### config.mk
export PLATFORM = sky130hd
export DESIGN_NAME = eic_top
export DESIGN_NICKNAME = d
export VERILOG_FILES = /design/src/design/eic_pkg.sv /design/src/design/eic_pwr_if.sv /design/src/design/eic_top.sv /design/src/design/eic_sleep_timer.sv /design/src/design/eic_pwr_seq.sv
export SDC_FILE = /design/constraint.sdc
export NUM_CORES = 1
export LEC_CHECK = 0
export ABC_CLOCK_PERIOD_IN_PS = 3150
export BUFFER_PORTS_ARGS = -buffer_cell sky130_fd_sc_hd__buf_2
export CAP_MARGIN = 20
export CORE_AREA = 10 10 122 124
export DETAILED_ROUTE_END_ITERATION = 12
export DIE_AREA = 0 0 132 134
export GPL_ROUTABILITY_DRIVEN = 0
export PLACE_DENSITY = 0.87
export SKIP_CTS_REPAIR_TIMING = 1
export SLEW_MARGIN = 25
export SYNTH_ARGS = -nofsm -noshare
export SYNTH_HDL_FRONTEND = slang
export SYNTH_SLANG_ARGS = --single-unit
### constraint.sdc
create_clock -name CLK_SYS -period 3.15 [get_ports CLK_SYS]
set_input_delay 0.1575 -clock CLK_SYS [delete_from_list [all_inputs] [get_ports CLK_SYS]]
set_output_delay 0.1575 -clock CLK_SYS [all_outputs]
set_load 0.01 [all_outputs]
### src/design/eic_pkg.sv
// Constants shared by the extended interrupt and power-down controller
// Behaviour
// - The timer2 and radio requests pass only while their enable bits (bit 1 and bit 0) are set, both zero at reset.
// - Each bit of the extended priority register marks its source high priority when one and low when zero; bit 7 has no source, is masked on write and reads zero.
// - A timer3, cipher, timer2 or radio event sets its pending flag in the extended flag register, bits 7 to 4.
// - A sleep-timer event sets bit 3 of the extended control register; all its other bits read zero.
// - The power-down control register holds a two-bit mode field: 0 none, 1 to 3 low-power modes one to three.
// - Writing one to the start bit makes the device enter the mode held in the mode field.
// - Modes one and two wake on reset, sleep-timer expiry or external interrupt; mode three only on reset or external interrupt.
// - Mode one keeps the digital regulator and registers; modes two and three drop them and software reprograms after waking; IEN, STS, INTVL, SETTLE are kept.
// - After a hardware reset the device resumes operation about 1001 us later.
// - A sleep-timer low-power period lasts the number of ticks held in the sleep interval register.
// - With interval 0x01 and settling 0x11 the device resumes about 534 us after entering power-down.
// - After a sleep-timer wake the device waits the programmed settling delay before fetch restarts.
package eic_pkg;
    localparam int unsigned CLK_PERIOD_NS = 10;
    localparam int unsigned RST_WAKE_US   = 1001;
    localparam int unsigned RST_WAKE_CYC  = RST_WAKE_US * 1000 / CLK_PERIOD_NS;
    // Sleep tick chosen so that 1 + 0x11 ticks come to 534 us
    localparam int unsigned SLEEP_TICK_NS  = 29667;
    localparam int unsigned SLEEP_TICK_CYC = SLEEP_TICK_NS / CLK_PERIOD_NS;

    // Register indices; byte address is four times the index
    localparam logic [13:0] IDX_FLAGS  = 14'h0091;
    localparam logic [13:0] IDX_CTRL   = 14'h00d8;
    localparam logic [13:0] IDX_ENABLE = 14'h00e8;
    localparam logic [13:0] IDX_PRIO   = 14'h00f8;
    localparam logic [13:0] IDX_POWERDOWN_CONTROL  = 14'h22f1;
    localparam logic [13:0] IDX_INTVL  = 14'h22f3;
    localparam logic [13:0] IDX_SETTLE = 14'h22f4;
    localparam logic [13:0] IDX_STS    = 14'h0300;
    localparam logic [13:0] IDX_IEN    = 14'h0301;
    localparam logic [13:0] IDX_ICLR   = 14'h0302;
    localparam logic [13:0] IDX_PSTATE = 14'h0303;

    // Source numbering follows the priority register bits
    localparam int unsigned SRC_RADIO  = 0;
    localparam int unsigned SRC_TIMER2 = 1;
    localparam int unsigned SRC_CIPHER = 2;
    localparam int unsigned SRC_TIMER3 = 3;
    localparam int unsigned SRC_SLEEP  = 4;
    localparam int unsigned SRC_SPI    = 5;
    localparam int unsigned SRC_VOICE  = 6;
    localparam int unsigned NUM_SRC    = 7;
    localparam int unsigned NUM_FLAG   = 5;
    localparam int unsigned FLAG_BASE  = 4;
    localparam int unsigned CTRL_SLEEP_BIT = 3;
    localparam int unsigned EN_TIMER2_BIT  = 1;
    localparam int unsigned EN_RADIO_BIT   = 0;
    localparam int unsigned PD_GO_BIT      = 2;
    localparam int unsigned STS_WAKE_BIT   = 7;

    localparam logic [7:0] PRIO_MASK     = 8'h7f;
    localparam logic [7:0] INTVL_RST     = 8'h01;
    localparam logic [7:0] SETTLE_RST    = 8'h11;
    localparam logic [1:0] MODE_NONE     = 2'h0;
    localparam logic [1:0] MODE_THREE    = 2'h3;

    typedef enum logic [1:0] {
        EIC_RUN    = 2'b00,
        EIC_SLEEP  = 2'b01,
        EIC_SETTLE = 2'b11,
        EIC_BOOT   = 2'b10
    } eic_pstate_t;
endpackage

### src/design/eic_pwr_if.sv
// Signals between the register block and the power-down sequencer
`timescale 1ns/1ps
`default_nettype none
interface eic_pwr_if;
    logic [1:0] mode;
    logic       go;
    logic [7:0] interval;
    logic [7:0] settle;
    logic       ext_wake;
    logic       sleep_irq;
    logic       wake_ev;
    logic       cfg_lost;
    logic [1:0] state;
    logic [1:0] lp_mode;
    logic       cpu_run;
    logic       dig_reg_on;
    logic       osc_on;
    logic       tmr_on;
    modport ctrl (output mode, go, interval, settle, ext_wake,
                  input sleep_irq, wake_ev, cfg_lost, state, lp_mode, cpu_run, dig_reg_on, osc_on, tmr_on);
    modport seq  (input mode, go, interval, settle, ext_wake,
                  output sleep_irq, wake_ev, cfg_lost, state, lp_mode, cpu_run, dig_reg_on, osc_on, tmr_on);
endinterface
`default_nettype wire

### src/design/eic_top.sv
// Extended interrupt flags, enables, priorities and power-down control
`timescale 1ns/1ps
`default_nettype none
module eic_top
    import eic_pkg::*;
#(
    parameter int unsigned RST_CYC  = RST_WAKE_CYC,
    parameter int unsigned TICK_CYC = SLEEP_TICK_CYC
) (
    input  wire logic        CLK_SYS,
    input  wire logic        NRST,
    input  wire logic        WB_CYC_I,
    input  wire logic        WB_STB_I,
    input  wire logic        WB_WE_I,
    input  wire logic [15:0] WB_ADR_I,
    input  wire logic [3:0]  WB_SEL_I,
    input  wire logic [31:0] WB_DAT_I,
    output logic      [31:0] WB_DAT_O,
    output logic             WB_ACK_O,
    input  wire logic        SRC_TIMER2_EV,
    input  wire logic        SRC_RADIO_EV,
    input  wire logic        SRC_TIMER3_EV,
    input  wire logic        SRC_CIPHER_EV,
    input  wire logic        SRC_SPI_LVL,
    input  wire logic        SRC_VOICE_LVL,
    input  wire logic        EXT_WAKE,
    output logic      [6:0]  REQ_HI,
    output logic      [6:0]  REQ_LO,
    output logic             CPU_RUN,
    output logic             DIG_REG_ON,
    output logic             OSC_ON,
    output logic             SLEEP_TMR_ON,
    output logic      [1:0]  LP_MODE,
    output logic             IRQ
);
    eic_pwr_if pw ();

    logic [13:0]         idx;
    logic                acc, wr, wr_b0;
    logic [7:0]          wdat;
    logic [NUM_FLAG-1:0] pend_q, pend_set, pend_wr, pend_val;
    logic [1:0]          en_q;
    logic [7:0]          prio_q;
    logic [1:0]          pd_mode_q;
    logic [7:0]          intvl_q, settle_q;
    logic [7:0]          sts_q, ien_q, sts_ev;
    logic                spi_prev_q, voice_prev_q;
    logic [NUM_SRC-1:0]  req_raw;
    logic [7:0]          rd;

    assign idx   = WB_ADR_I[15:2];
    assign acc   = WB_CYC_I && WB_STB_I && !WB_ACK_O;
    assign wr    = acc && WB_WE_I;
    assign wr_b0 = wr && WB_SEL_I[0];
    assign wdat  = WB_DAT_I[7:0];

    // Wishbone classic: ack one cycle after the strobe, dropped next cycle
    always_ff @(posedge CLK_SYS or negedge NRST) begin
        if (!NRST) begin
            WB_ACK_O <= 1'b0;
            WB_DAT_O <= 32'h00000000;
        end else begin
            WB_ACK_O <= acc;
            if (acc && !WB_WE_I) WB_DAT_O <= {24'h000000, rd};
        end
    end

    // Unmapped indices and write-only registers read zero
    always_comb begin
        rd = 8'h00;
        case (idx)
            IDX_FLAGS:  rd = {pend_q[SRC_TIMER3:SRC_RADIO], 4'h0};
            IDX_CTRL:   rd = 8'(pend_q[SRC_SLEEP]) << CTRL_SLEEP_BIT;
            IDX_ENABLE: rd = {6'h00, en_q};
            IDX_PRIO:   rd = prio_q;
            IDX_POWERDOWN_CONTROL:  rd = {6'h00, pd_mode_q};
            IDX_INTVL:  rd = intvl_q;
            IDX_SETTLE: rd = settle_q;
            IDX_STS:    rd = sts_q;
            IDX_IEN:    rd = ien_q;
            IDX_PSTATE: rd = {pw.lp_mode, 4'h0, pw.state};
            default:    rd = 8'h00;
        endcase
    end

    assign pend_set[SRC_RADIO]  = SRC_RADIO_EV;
    assign pend_set[SRC_TIMER2] = SRC_TIMER2_EV;
    assign pend_set[SRC_CIPHER] = SRC_CIPHER_EV;
    assign pend_set[SRC_TIMER3] = SRC_TIMER3_EV;
    assign pend_set[SRC_SLEEP]  = pw.sleep_irq;

    genvar gi;
    generate
        for (gi = 0; gi < NUM_FLAG; gi++) begin : g_flag
            if (gi == SRC_SLEEP) begin : g_ctrl
                assign pend_wr[gi]  = wr_b0 && idx == IDX_CTRL;
                assign pend_val[gi] = wdat[CTRL_SLEEP_BIT];
            end else begin : g_flags
                assign pend_wr[gi]  = wr_b0 && idx == IDX_FLAGS;
                assign pend_val[gi] = wdat[FLAG_BASE + gi];
            end
            // Hardware set wins over a software clear in the same cycle
            always_ff @(posedge CLK_SYS or negedge NRST) begin
                if (!NRST) begin
                    pend_q[gi] <= 1'b0;
                end else if (pend_set[gi]) begin
                    pend_q[gi] <= 1'b1;
                end else if (pend_wr[gi]) begin
                    pend_q[gi] <= pend_val[gi];
                end else if (pw.cfg_lost) begin
                    pend_q[gi] <= 1'b0;
                end
            end
        end
    endgenerate

    // Modes two and three lose interrupt setup with the regulator
    always_ff @(posedge CLK_SYS or negedge NRST) begin
        if (!NRST) begin
            en_q   <= 2'h0;
            prio_q <= 8'h00;
        end else if (pw.cfg_lost) begin
            en_q   <= 2'h0;
            prio_q <= 8'h00;
        end else begin
            if (wr_b0 && idx == IDX_ENABLE) en_q <= wdat[1:0];
            if (wr_b0 && idx == IDX_PRIO) prio_q <= wdat & PRIO_MASK;
        end
    end

    // Sleep timing registers sit on the always-on side and survive
    always_ff @(posedge CLK_SYS or negedge NRST) begin
        if (!NRST) begin
            pd_mode_q <= MODE_NONE;
            intvl_q   <= INTVL_RST;
            settle_q  <= SETTLE_RST;
        end else begin
            if (pw.cfg_lost) pd_mode_q <= MODE_NONE;
            else if (wr_b0 && idx == IDX_POWERDOWN_CONTROL) pd_mode_q <= wdat[1:0];
            if (wr_b0 && idx == IDX_INTVL) intvl_q <= wdat;
            if (wr_b0 && idx == IDX_SETTLE) settle_q <= wdat;
        end
    end

    // Start bit is a strobe; it never reads back as one
    assign pw.mode     = (wr_b0 && idx == IDX_POWERDOWN_CONTROL) ? wdat[1:0] : pd_mode_q;
    assign pw.go       = wr_b0 && idx == IDX_POWERDOWN_CONTROL && wdat[PD_GO_BIT];
    assign pw.interval = intvl_q;
    assign pw.settle   = settle_q;
    assign pw.ext_wake = EXT_WAKE;

    eic_pwr_seq #(.RST_CYC(RST_CYC), .TICK_CYC(TICK_CYC)) u_seq (
        .clk  (CLK_SYS),
        .nrst (NRST),
        .pw   (pw)
    );

    // Requests: flags, or the level from blocks that keep their own flags
    assign req_raw[SRC_RADIO]  = pend_q[SRC_RADIO] && en_q[EN_RADIO_BIT];
    assign req_raw[SRC_TIMER2] = pend_q[SRC_TIMER2] && en_q[EN_TIMER2_BIT];
    assign req_raw[SRC_CIPHER] = pend_q[SRC_CIPHER];
    assign req_raw[SRC_TIMER3] = pend_q[SRC_TIMER3];
    assign req_raw[SRC_SLEEP]  = pend_q[SRC_SLEEP];
    assign req_raw[SRC_SPI]    = SRC_SPI_LVL;
    assign req_raw[SRC_VOICE]  = SRC_VOICE_LVL;

    always_ff @(posedge CLK_SYS or negedge NRST) begin
        if (!NRST) begin
            REQ_HI <= 7'h00;
            REQ_LO <= 7'h00;
        end else begin
            REQ_HI <= req_raw & prio_q[6:0];
            REQ_LO <= req_raw & ~prio_q[6:0];
        end
    end

    assign sts_ev = {pw.wake_ev,
                     SRC_VOICE_LVL && !voice_prev_q,
                     SRC_SPI_LVL && !spi_prev_q,
                     pend_set};

    always_ff @(posedge CLK_SYS or negedge NRST) begin
        if (!NRST) begin
            sts_q        <= 8'h00;
            ien_q        <= 8'h00;
            spi_prev_q   <= 1'b0;
            voice_prev_q <= 1'b0;
            IRQ          <= 1'b0;
        end else begin
            spi_prev_q   <= SRC_SPI_LVL;
            voice_prev_q <= SRC_VOICE_LVL;
            if (wr_b0 && idx == IDX_ICLR) sts_q <= (sts_q & ~wdat) | sts_ev;
            else sts_q <= sts_q | sts_ev;
            if (wr_b0 && idx == IDX_IEN) ien_q <= wdat;
            IRQ <= |(sts_q & ien_q);
        end
    end

    assign CPU_RUN      = pw.cpu_run;
    assign DIG_REG_ON   = pw.dig_reg_on;
    assign OSC_ON       = pw.osc_on;
    assign SLEEP_TMR_ON = pw.tmr_on;
    assign LP_MODE      = pw.lp_mode;
endmodule
`default_nettype wire

### src/design/eic_sleep_timer.sv
// Tick divider and down counter used for sleep interval and settling
`timescale 1ns/1ps
`default_nettype none
module eic_sleep_timer
    import eic_pkg::*;
#(
    parameter int unsigned TICK_CYC = SLEEP_TICK_CYC
) (
    input  wire logic       clk,
    input  wire logic       nrst,
    input  wire logic       load,
    input  wire logic [7:0] load_val,
    output logic            expire
);
    logic [15:0] div_q;
    logic [7:0]  cnt_q;
    logic        tick;

    assign tick = (div_q == 16'h0000);

    // Divider restarts on load so a period is a whole number of ticks
    always_ff @(posedge clk or negedge nrst) begin
        if (!nrst) begin
            div_q <= 16'h0000;
        end else if (load || tick) begin
            div_q <= 16'(TICK_CYC - 1);
        end else begin
            div_q <= div_q - 16'h0001;
        end
    end

    // A zero value behaves as one tick
    always_ff @(posedge clk or negedge nrst) begin
        if (!nrst) begin
            cnt_q  <= 8'h00;
            expire <= 1'b0;
        end else begin
            expire <= 1'b0;
            if (load) begin
                cnt_q <= (load_val == 8'h00) ? 8'h01 : load_val;
            end else if (tick && cnt_q != 8'h00) begin
                cnt_q  <= cnt_q - 8'h01;
                expire <= (cnt_q == 8'h01);
            end
        end
    end
endmodule
`default_nettype wire

### src/design/eic_pwr_seq.sv
// Power-down mode sequencer: entry, wake sources and resume timing
`timescale 1ns/1ps
`default_nettype none
module eic_pwr_seq
    import eic_pkg::*;
#(
    parameter int unsigned RST_CYC  = RST_WAKE_CYC,
    parameter int unsigned TICK_CYC = SLEEP_TICK_CYC
) (
    input  wire logic clk,
    input  wire logic nrst,
    eic_pwr_if.seq    pw
);
    eic_pstate_t state_q, state_d;
    logic [1:0]  mode_q, mode_d;
    logic [16:0] boot_q;
    logic        tmr_load, tmr_exp, slp_wake, leave;
    logic [7:0]  tmr_val;

    eic_sleep_timer #(.TICK_CYC(TICK_CYC)) u_tmr (
        .clk      (clk),
        .nrst     (nrst),
        .load     (tmr_load),
        .load_val (tmr_val),
        .expire   (tmr_exp)
    );

    assign slp_wake = tmr_exp && (mode_q != MODE_THREE);
    assign leave    = (state_q == EIC_SLEEP) && (pw.ext_wake || slp_wake);

    always_comb begin
        state_d  = state_q;
        mode_d   = mode_q;
        tmr_load = 1'b0;
        tmr_val  = pw.interval;
        case (state_q)
            EIC_BOOT: begin
                if (boot_q == 17'(RST_CYC - 1)) state_d = EIC_RUN;
            end
            EIC_RUN: begin
                if (pw.go && pw.mode != MODE_NONE) begin
                    state_d  = EIC_SLEEP;
                    mode_d   = pw.mode;
                    tmr_load = 1'b1;
                end
            end
            EIC_SLEEP: begin
                if (leave) begin
                    state_d  = EIC_SETTLE;
                    tmr_load = 1'b1;
                    tmr_val  = pw.settle;
                end
            end
            EIC_SETTLE: begin
                if (tmr_exp) begin
                    state_d = EIC_RUN;
                    mode_d  = MODE_NONE;
                end
            end
            default: state_d = EIC_BOOT;
        endcase
    end

    always_ff @(posedge clk or negedge nrst) begin
        if (!nrst) begin
            boot_q <= 17'h00000;
        end else if (state_q == EIC_BOOT) begin
            boot_q <= boot_q + 17'h00001;
        end
    end

    always_ff @(posedge clk or negedge nrst) begin
        if (!nrst) begin
            state_q <= EIC_BOOT;
            mode_q  <= MODE_NONE;
        end else begin
            state_q <= state_d;
            mode_q  <= mode_d;
        end
    end

    // Outputs registered from next state so they change with the state
    always_ff @(posedge clk or negedge nrst) begin
        if (!nrst) begin
            pw.cpu_run    <= 1'b0;
            pw.dig_reg_on <= 1'b1;
            pw.osc_on     <= 1'b1;
            pw.tmr_on     <= 1'b1;
            pw.lp_mode    <= MODE_NONE;
        end else begin
            pw.cpu_run    <= (state_d == EIC_RUN);
            pw.dig_reg_on <= !(state_d == EIC_SLEEP && mode_d[1]);
            pw.osc_on     <= (state_d != EIC_SLEEP);
            pw.tmr_on     <= !(state_d == EIC_SLEEP && mode_d == MODE_THREE);
            pw.lp_mode    <= mode_d;
        end
    end

    always_ff @(posedge clk or negedge nrst) begin
        if (!nrst) begin
            pw.sleep_irq <= 1'b0;
            pw.wake_ev   <= 1'b0;
            pw.cfg_lost  <= 1'b0;
        end else begin
            pw.sleep_irq <= leave && !pw.ext_wake;
            pw.wake_ev   <= leave;
            pw.cfg_lost  <= leave && mode_q[1];
        end
    end

    assign pw.state = state_q;
endmodule
`default_nettype wire

After elaboration in Yosys (flattened, before gate mapping)
Cells that the tools add are included.

Register bits after elaboration: 128. Latch bits: 0. RAM bits: 0. Memory bits (read-only): 0. Input port bits: 64. Output and inout bits: 54. Word-level logic and storage cells: 152. Memories: 0.

Add/sub/neg operators: 3. $mul: 0. Divide/modulo/power cells: 0. Magnitude comparators: 0. Equality and inequality tests: 20. Shift-type cells: 0. Muxes and demuxes: 38. Bitwise operators: 8. Reductions and logical operators: 51.

Operators by type and width (number): case mux 8 bit (10 select lines) (1); 2-to-1 mux 8 bit (8); == test 14 x 10 -> 1 bit, second input constant (4); == test 14 x 8 -> 1 bit, second input constant (4); == test 14 bit, second input constant (3); logical AND 1 bit (27); 2-to-1 mux 2 bit (10); adder 17 x 1 -> 17 bit, second input constant (1); == test 17 bit, second input constant (1); bitwise AND 8 bit (2); logical NOT 16 bit (1); 2-to-1 mux 16 bit (1); bitwise OR 8 bit (2); subtractor 16 x 1 -> 16 bit, second input constant (1); 2-to-1 mux 1 bit (15); nonzero test 3 bit (5); bitwise AND 7 bit (2); == test 8 x 1 -> 1 bit, second input constant (1); logical NOT 8 bit (1); inverter 8 bit (1); case mux 2 bit (4 select lines) (1); nonzero test 2 bit (4); nonzero test 8 bit (1); OR reduction 8 bit (1); other kinds (11) (22).

Depth between registers and ports, before layout
Depth in word-level cells: 13. Mapped depth: 8. Mapped depth without buffers: 7.

Hierarchy
Synthesis repeated with hierarchy kept, for this count alone.

Cell total of the unflattened synthesis: 596. Area total of the unflattened synthesis: 6487.5 µm².

Modules (own cells, without submodules): eic_top (times used 1, cells each 325, area each 3631.0 µm², seq. area each 1855.5 µm²); eic_pwr_seq (times used 1, cells each 123, area each 1438.9 µm², seq. area each 705.7 µm²); eic_sleep_timer (times used 1, cells each 148, area each 1417.6 µm², seq. area each 625.6 µm²).

Least setup slack after synthesis
No wires, ideal clock.

Path type: register -> register. Start point: reg u_seq.u_tmr.div_q[0]. End point: reg u_seq.u_tmr.cnt_q[1]. Library setup time: 87 ps. Arrival time: 2149 ps. Data required time: 3063 ps. Setup slack: 914 ps. Cell stages (with the launch flop): 9. Buffers on the path: 1. Clock period less this slack: 2236 ps. Cells stage by stage: dfrtp_1 -> inv_1 -> ha_1 -> or3b_1 -> clkbuf_1 -> o21bai_2 -> nor2_1 -> mux2_2 -> a211oi_2.

Word-level cells in the longest chain between the ends: 3.

RTL lines: start: declaration (RTL line eic_sleep_timer.sv:15) `logic [15:0] div_q;`; start signal: assignment (RTL line eic_sleep_timer.sv:26) `div_q <= 16'(TICK_CYC - 1);`; start signal: assignment (RTL line eic_sleep_timer.sv:28) `div_q <= div_q - 16'h0001;`; logical NOT 16 bit (RTL line eic_sleep_timer.sv:19) `assign tick = (div_q == 16'h0000);`; logical AND 1 bit (RTL line eic_sleep_timer.sv:41) `end else if (tick && cnt_q != 8'h00) begin`; nonzero test 2 bit (no line); end signal: assignment (RTL line eic_sleep_timer.sv:40) `cnt_q <= (load_val == 8'h00) ? 8'h01 : load_val;`; end signal: assignment (RTL line eic_sleep_timer.sv:42) `cnt_q <= cnt_q - 8'h01;`; end: declaration (RTL line eic_sleep_timer.sv:16) `logic [7:0] cnt_q;`.

No other way between the ends. A chain may end at the register's enable or synchronous reset.

Worst setup path after layout
Ends and elaborated chain as after synthesis.

==> reports/metrics.cfg <==
[synth]
synth.cell_area_sq_mm = 0.00668
synth-main-ff-cell = dfrtp_1
postSynthAreaPerCell_sq_um = 10.7
synth-seq-area-share = 0.477
async_reset_ff_frac = 1.00
ys_warn_count = 0
synth-edff-count = 0
synth_cell_types = 79
synth_seq_cells = 127
synth_cells = 625

[clock_network]
clkTransAtPathRegs_ns = 0.06
h-tree-depth = 4
clockBufferDepth = 2
clock_latency_ns = 0.42
cts-root-buf = clkbuf_16
cts.sinks = 127
cts_buffers = 17
cts_tree = done

[layout]
area_growth_pct = 15.5
postLayoutCoreUtil = 0.619
instances_no_fill = 885
diodes = 0
drive_gt1_frac = 0.220
fillers = 911
fin_nets = 775
final_cell_area_sq_mm = 0.00771

[min_path]
holdPathStages = 2
hold_path.class = input pin to flip-flop

[sta]
finalCriticalPeriod_ns = 2.50
post-route-period-util = 0.794
max_freq_ghz = 0.400
finalHoldViolCount = 0
setup_tns_ns = 0
finalClockSkew_ns = 0.00834
rsz0062_at_grt = false
finalSetupViolations = 0
slew_headroom = 0.379
worst_slew_pin_slew_ns = 0.925
slew_viol_final = 0

[global_route]
antenna_found_initial = 0
grt-ovfl-total = 0
grt_max_degree = 92
grt_pass1_wl_um = 28200
grt_usage = 0.198
grt_pass1_vias = 5392

[flow_run]
max_cap_viol_count = 0

[drt]
wirelength_um = 18000
vias = 5439
drc_errors = 0
drtIter0Drc = 757
drtAntennaViolNets = 0
vias_per_cell = 6.15
firstDrtPassIters = 5
wl_per_cell_um = 20.3

[critical_path]
max_stage_delay_ns = 0.48
crit_slowest_cell = or3b_1
worstSetupPathType = flip-flop to flip-flop
cp-end-kind = flip-flop
crit_fanout = 6
cp_cell_sequence = inv_1 -> ha_1 -> or3b_1 -> o21bai_2 -> nor2_1 -> mux2_2 -> a211oi_2
cp.arrival_ns = 2.84
crit_required_ns = 3.48
critPathLaunchType = flip-flop
rr_worst_depth = 7

[die]
boundaryPins = 118
dieHeight_um = 134
dieArea_sq_mm = 0.0177
rows = 41
start_util = 0.536
fp.dieW_um = 132
core_area_sq_mm = 0.0125

[power_and_ir_drop]
peakVddDrop_uv = 343
power.density_mw_per_mm2 = 606
total_power_mw = 4.67
p_leak_nw = 3.39

[placement]
dp_hpwl_um = 12400
place_area_sq_mm = 0.00706
place_inst = 845
numPortBuffers = 64

[run_status]
status = finished, final reports clean

[flip-flops by register name, summed over array words and instances, names as in the netlist, 5 cells and up]
register and flops:
u_seq.boot_q 17, u_seq.u_tmr.div_q 16, WB_DAT_O 8, ien_q 8
intvl_q 8, pw.settle 8, sts_q 8, u_seq.u_tmr.cnt_q 8
REQ_HI 7, REQ_LO 7, prio_q 7, pend_q 5
[cell type report]
| cell class | instances | area (sq um) | area share |
|---|---|---|---|
| inverter | 17 | 63.8 | 0.00827 |
| clock inverter | 13 | 141 | 0.0183 |
| sequential | 127 | 3190 | 0.413 |
| timing repair buffer | 75 | 429 | 0.0556 |
| clock buffer | 19 | 433 | 0.0561 |
| multi-input combinational | 462 | 3240 | 0.421 |
| tap | 172 | 215 | 0.0279 |
[path summary, 6_finish.rpt]
path	end	startpoint	slack, ns
setup reg to reg	u_seq.u_tmr.cnt_q[1]	u_seq.u_tmr.div_q[0]	0.65
min in group asynchronous	REQ_LO[5]	NRST	0.37
hold / removal	pend_q[3]	WB_DAT_I[7]	0.05
max in group asynchronous	u_seq.boot_q[13]	NRST	1.99
setup / recovery	u_seq.u_tmr.cnt_q[1]	u_seq.u_tmr.div_q[0]	0.65
hold reg to reg	sts_q[7]	u_seq.pw.wake_ev	0.43
[metrics by stage]
stage	hold slack, ns	setup slack [ns]
after floorplan	-0.138	0.914
after global placement	0.298	0.804
after detailed placement	0.282	0.756
after CTS	-0.165	0.682
after global routing	0.0499	0.495
final	0.0481	0.648
[cell families after synthesis]
| family | share of synthesized area |
|---|---|
| mux | 0.0746 |
| fa+ha+maj | 0.0206 |
| compound gates | 0.111 |
| buf+inv | 0.0502 |
| flops | 0.477 |
| xor+xnor | 0.0393 |
| simple gates | 0.226 |
| other cells | 0.000561 |
[cell usage after synthesis, types with 3 or more instances]
master / instances / area, sq um
buf_2: 7 / 35.0
nor4b_1: 3 / 26.3
dfrtp_1: 120 / 3000
a22o_1: 5 / 43.8
and4_1: 6 / 52.6
nand2b_1: 3 / 18.8
nor3b_1: 8 / 60.1
nand4_1: 9 / 56.3
inv_1: 17 / 63.8
nor2_1: 55 / 206
clkbuf_1: 9 / 33.8
nand2_1: 56 / 210
a22oi_1: 14 / 105
nor4_1: 10 / 62.6
o32ai_1: 3 / 26.3
a211o_1: 7 / 61.3
mux2_2: 18 / 203
or3_1: 7 / 43.8
a21o_1: 7 / 52.6
a21oi_1: 4 / 20.0
nor3_1: 20 / 100
a221oi_1: 7 / 61.3
o31ai_1: 3 / 22.5
buf_4: 24 / 180
dfstp_2: 7 / 184
nor2b_1: 10 / 62.6
a211oi_1: 5 / 37.5
ha_1: 11 / 138
mux2i_1: 19 / 190
and3_1: 4 / 25.0
xnor2_1: 22 / 193
mux2_4: 7 / 105
xor2_1: 8 / 70.1
o21ai_0: 14 / 70.1
or4_1: 5 / 37.5
nand3_1: 24 / 120
and2_1: 11 / 68.8
[where the power goes]
part           total (mW)  internal [mW]  switching (mW)
combinational       0.841          0.337           0.503
sequential           1.93           1.78           0.151
clock                1.90           1.16           0.733
[metal layers]
layer / global-route usage / part of all wire / vias to the layer above
met5: 0 / 0 / -
met4: 0.0927 / 0.032 / 0
met3: 0.0650 / 0.089 / 64
met2: 0.329 / 0.50 / 302
met1: 0.227 / 0.38 / 2697
li1: - / - / 2376
[layout by cell type (no fill, tap or decap), drive strengths merged, types with 8 or more instances in the layout]
cell and count:
nand4 11, clkbuf 19, mux2 25, ha 11, nor3b 9, a22oi 14, dlygate4sd3 8, buf 67
mux2i 19, conb 24, nand2 58, xor2 8, o21ai 15, inv 18, and2 11, nor3 23
nor4 14, nor2 55, a221oi 8, nor2b 10, xnor2 22, nand3 27, dfrtp 120
[critical path, delay by kind of cell, from the launching register on]
family                     cells  cell delay (ns)
muxes                          1             0.41
AOI/OAI and AO/OA              2             0.48
and+or+nand+nor                2             0.86
adders and majority gates      1             0.15
buffers and inverters          1             0.10
DFF                            1             0.42
No activity file was read; power rests on OpenSTA's default activity.
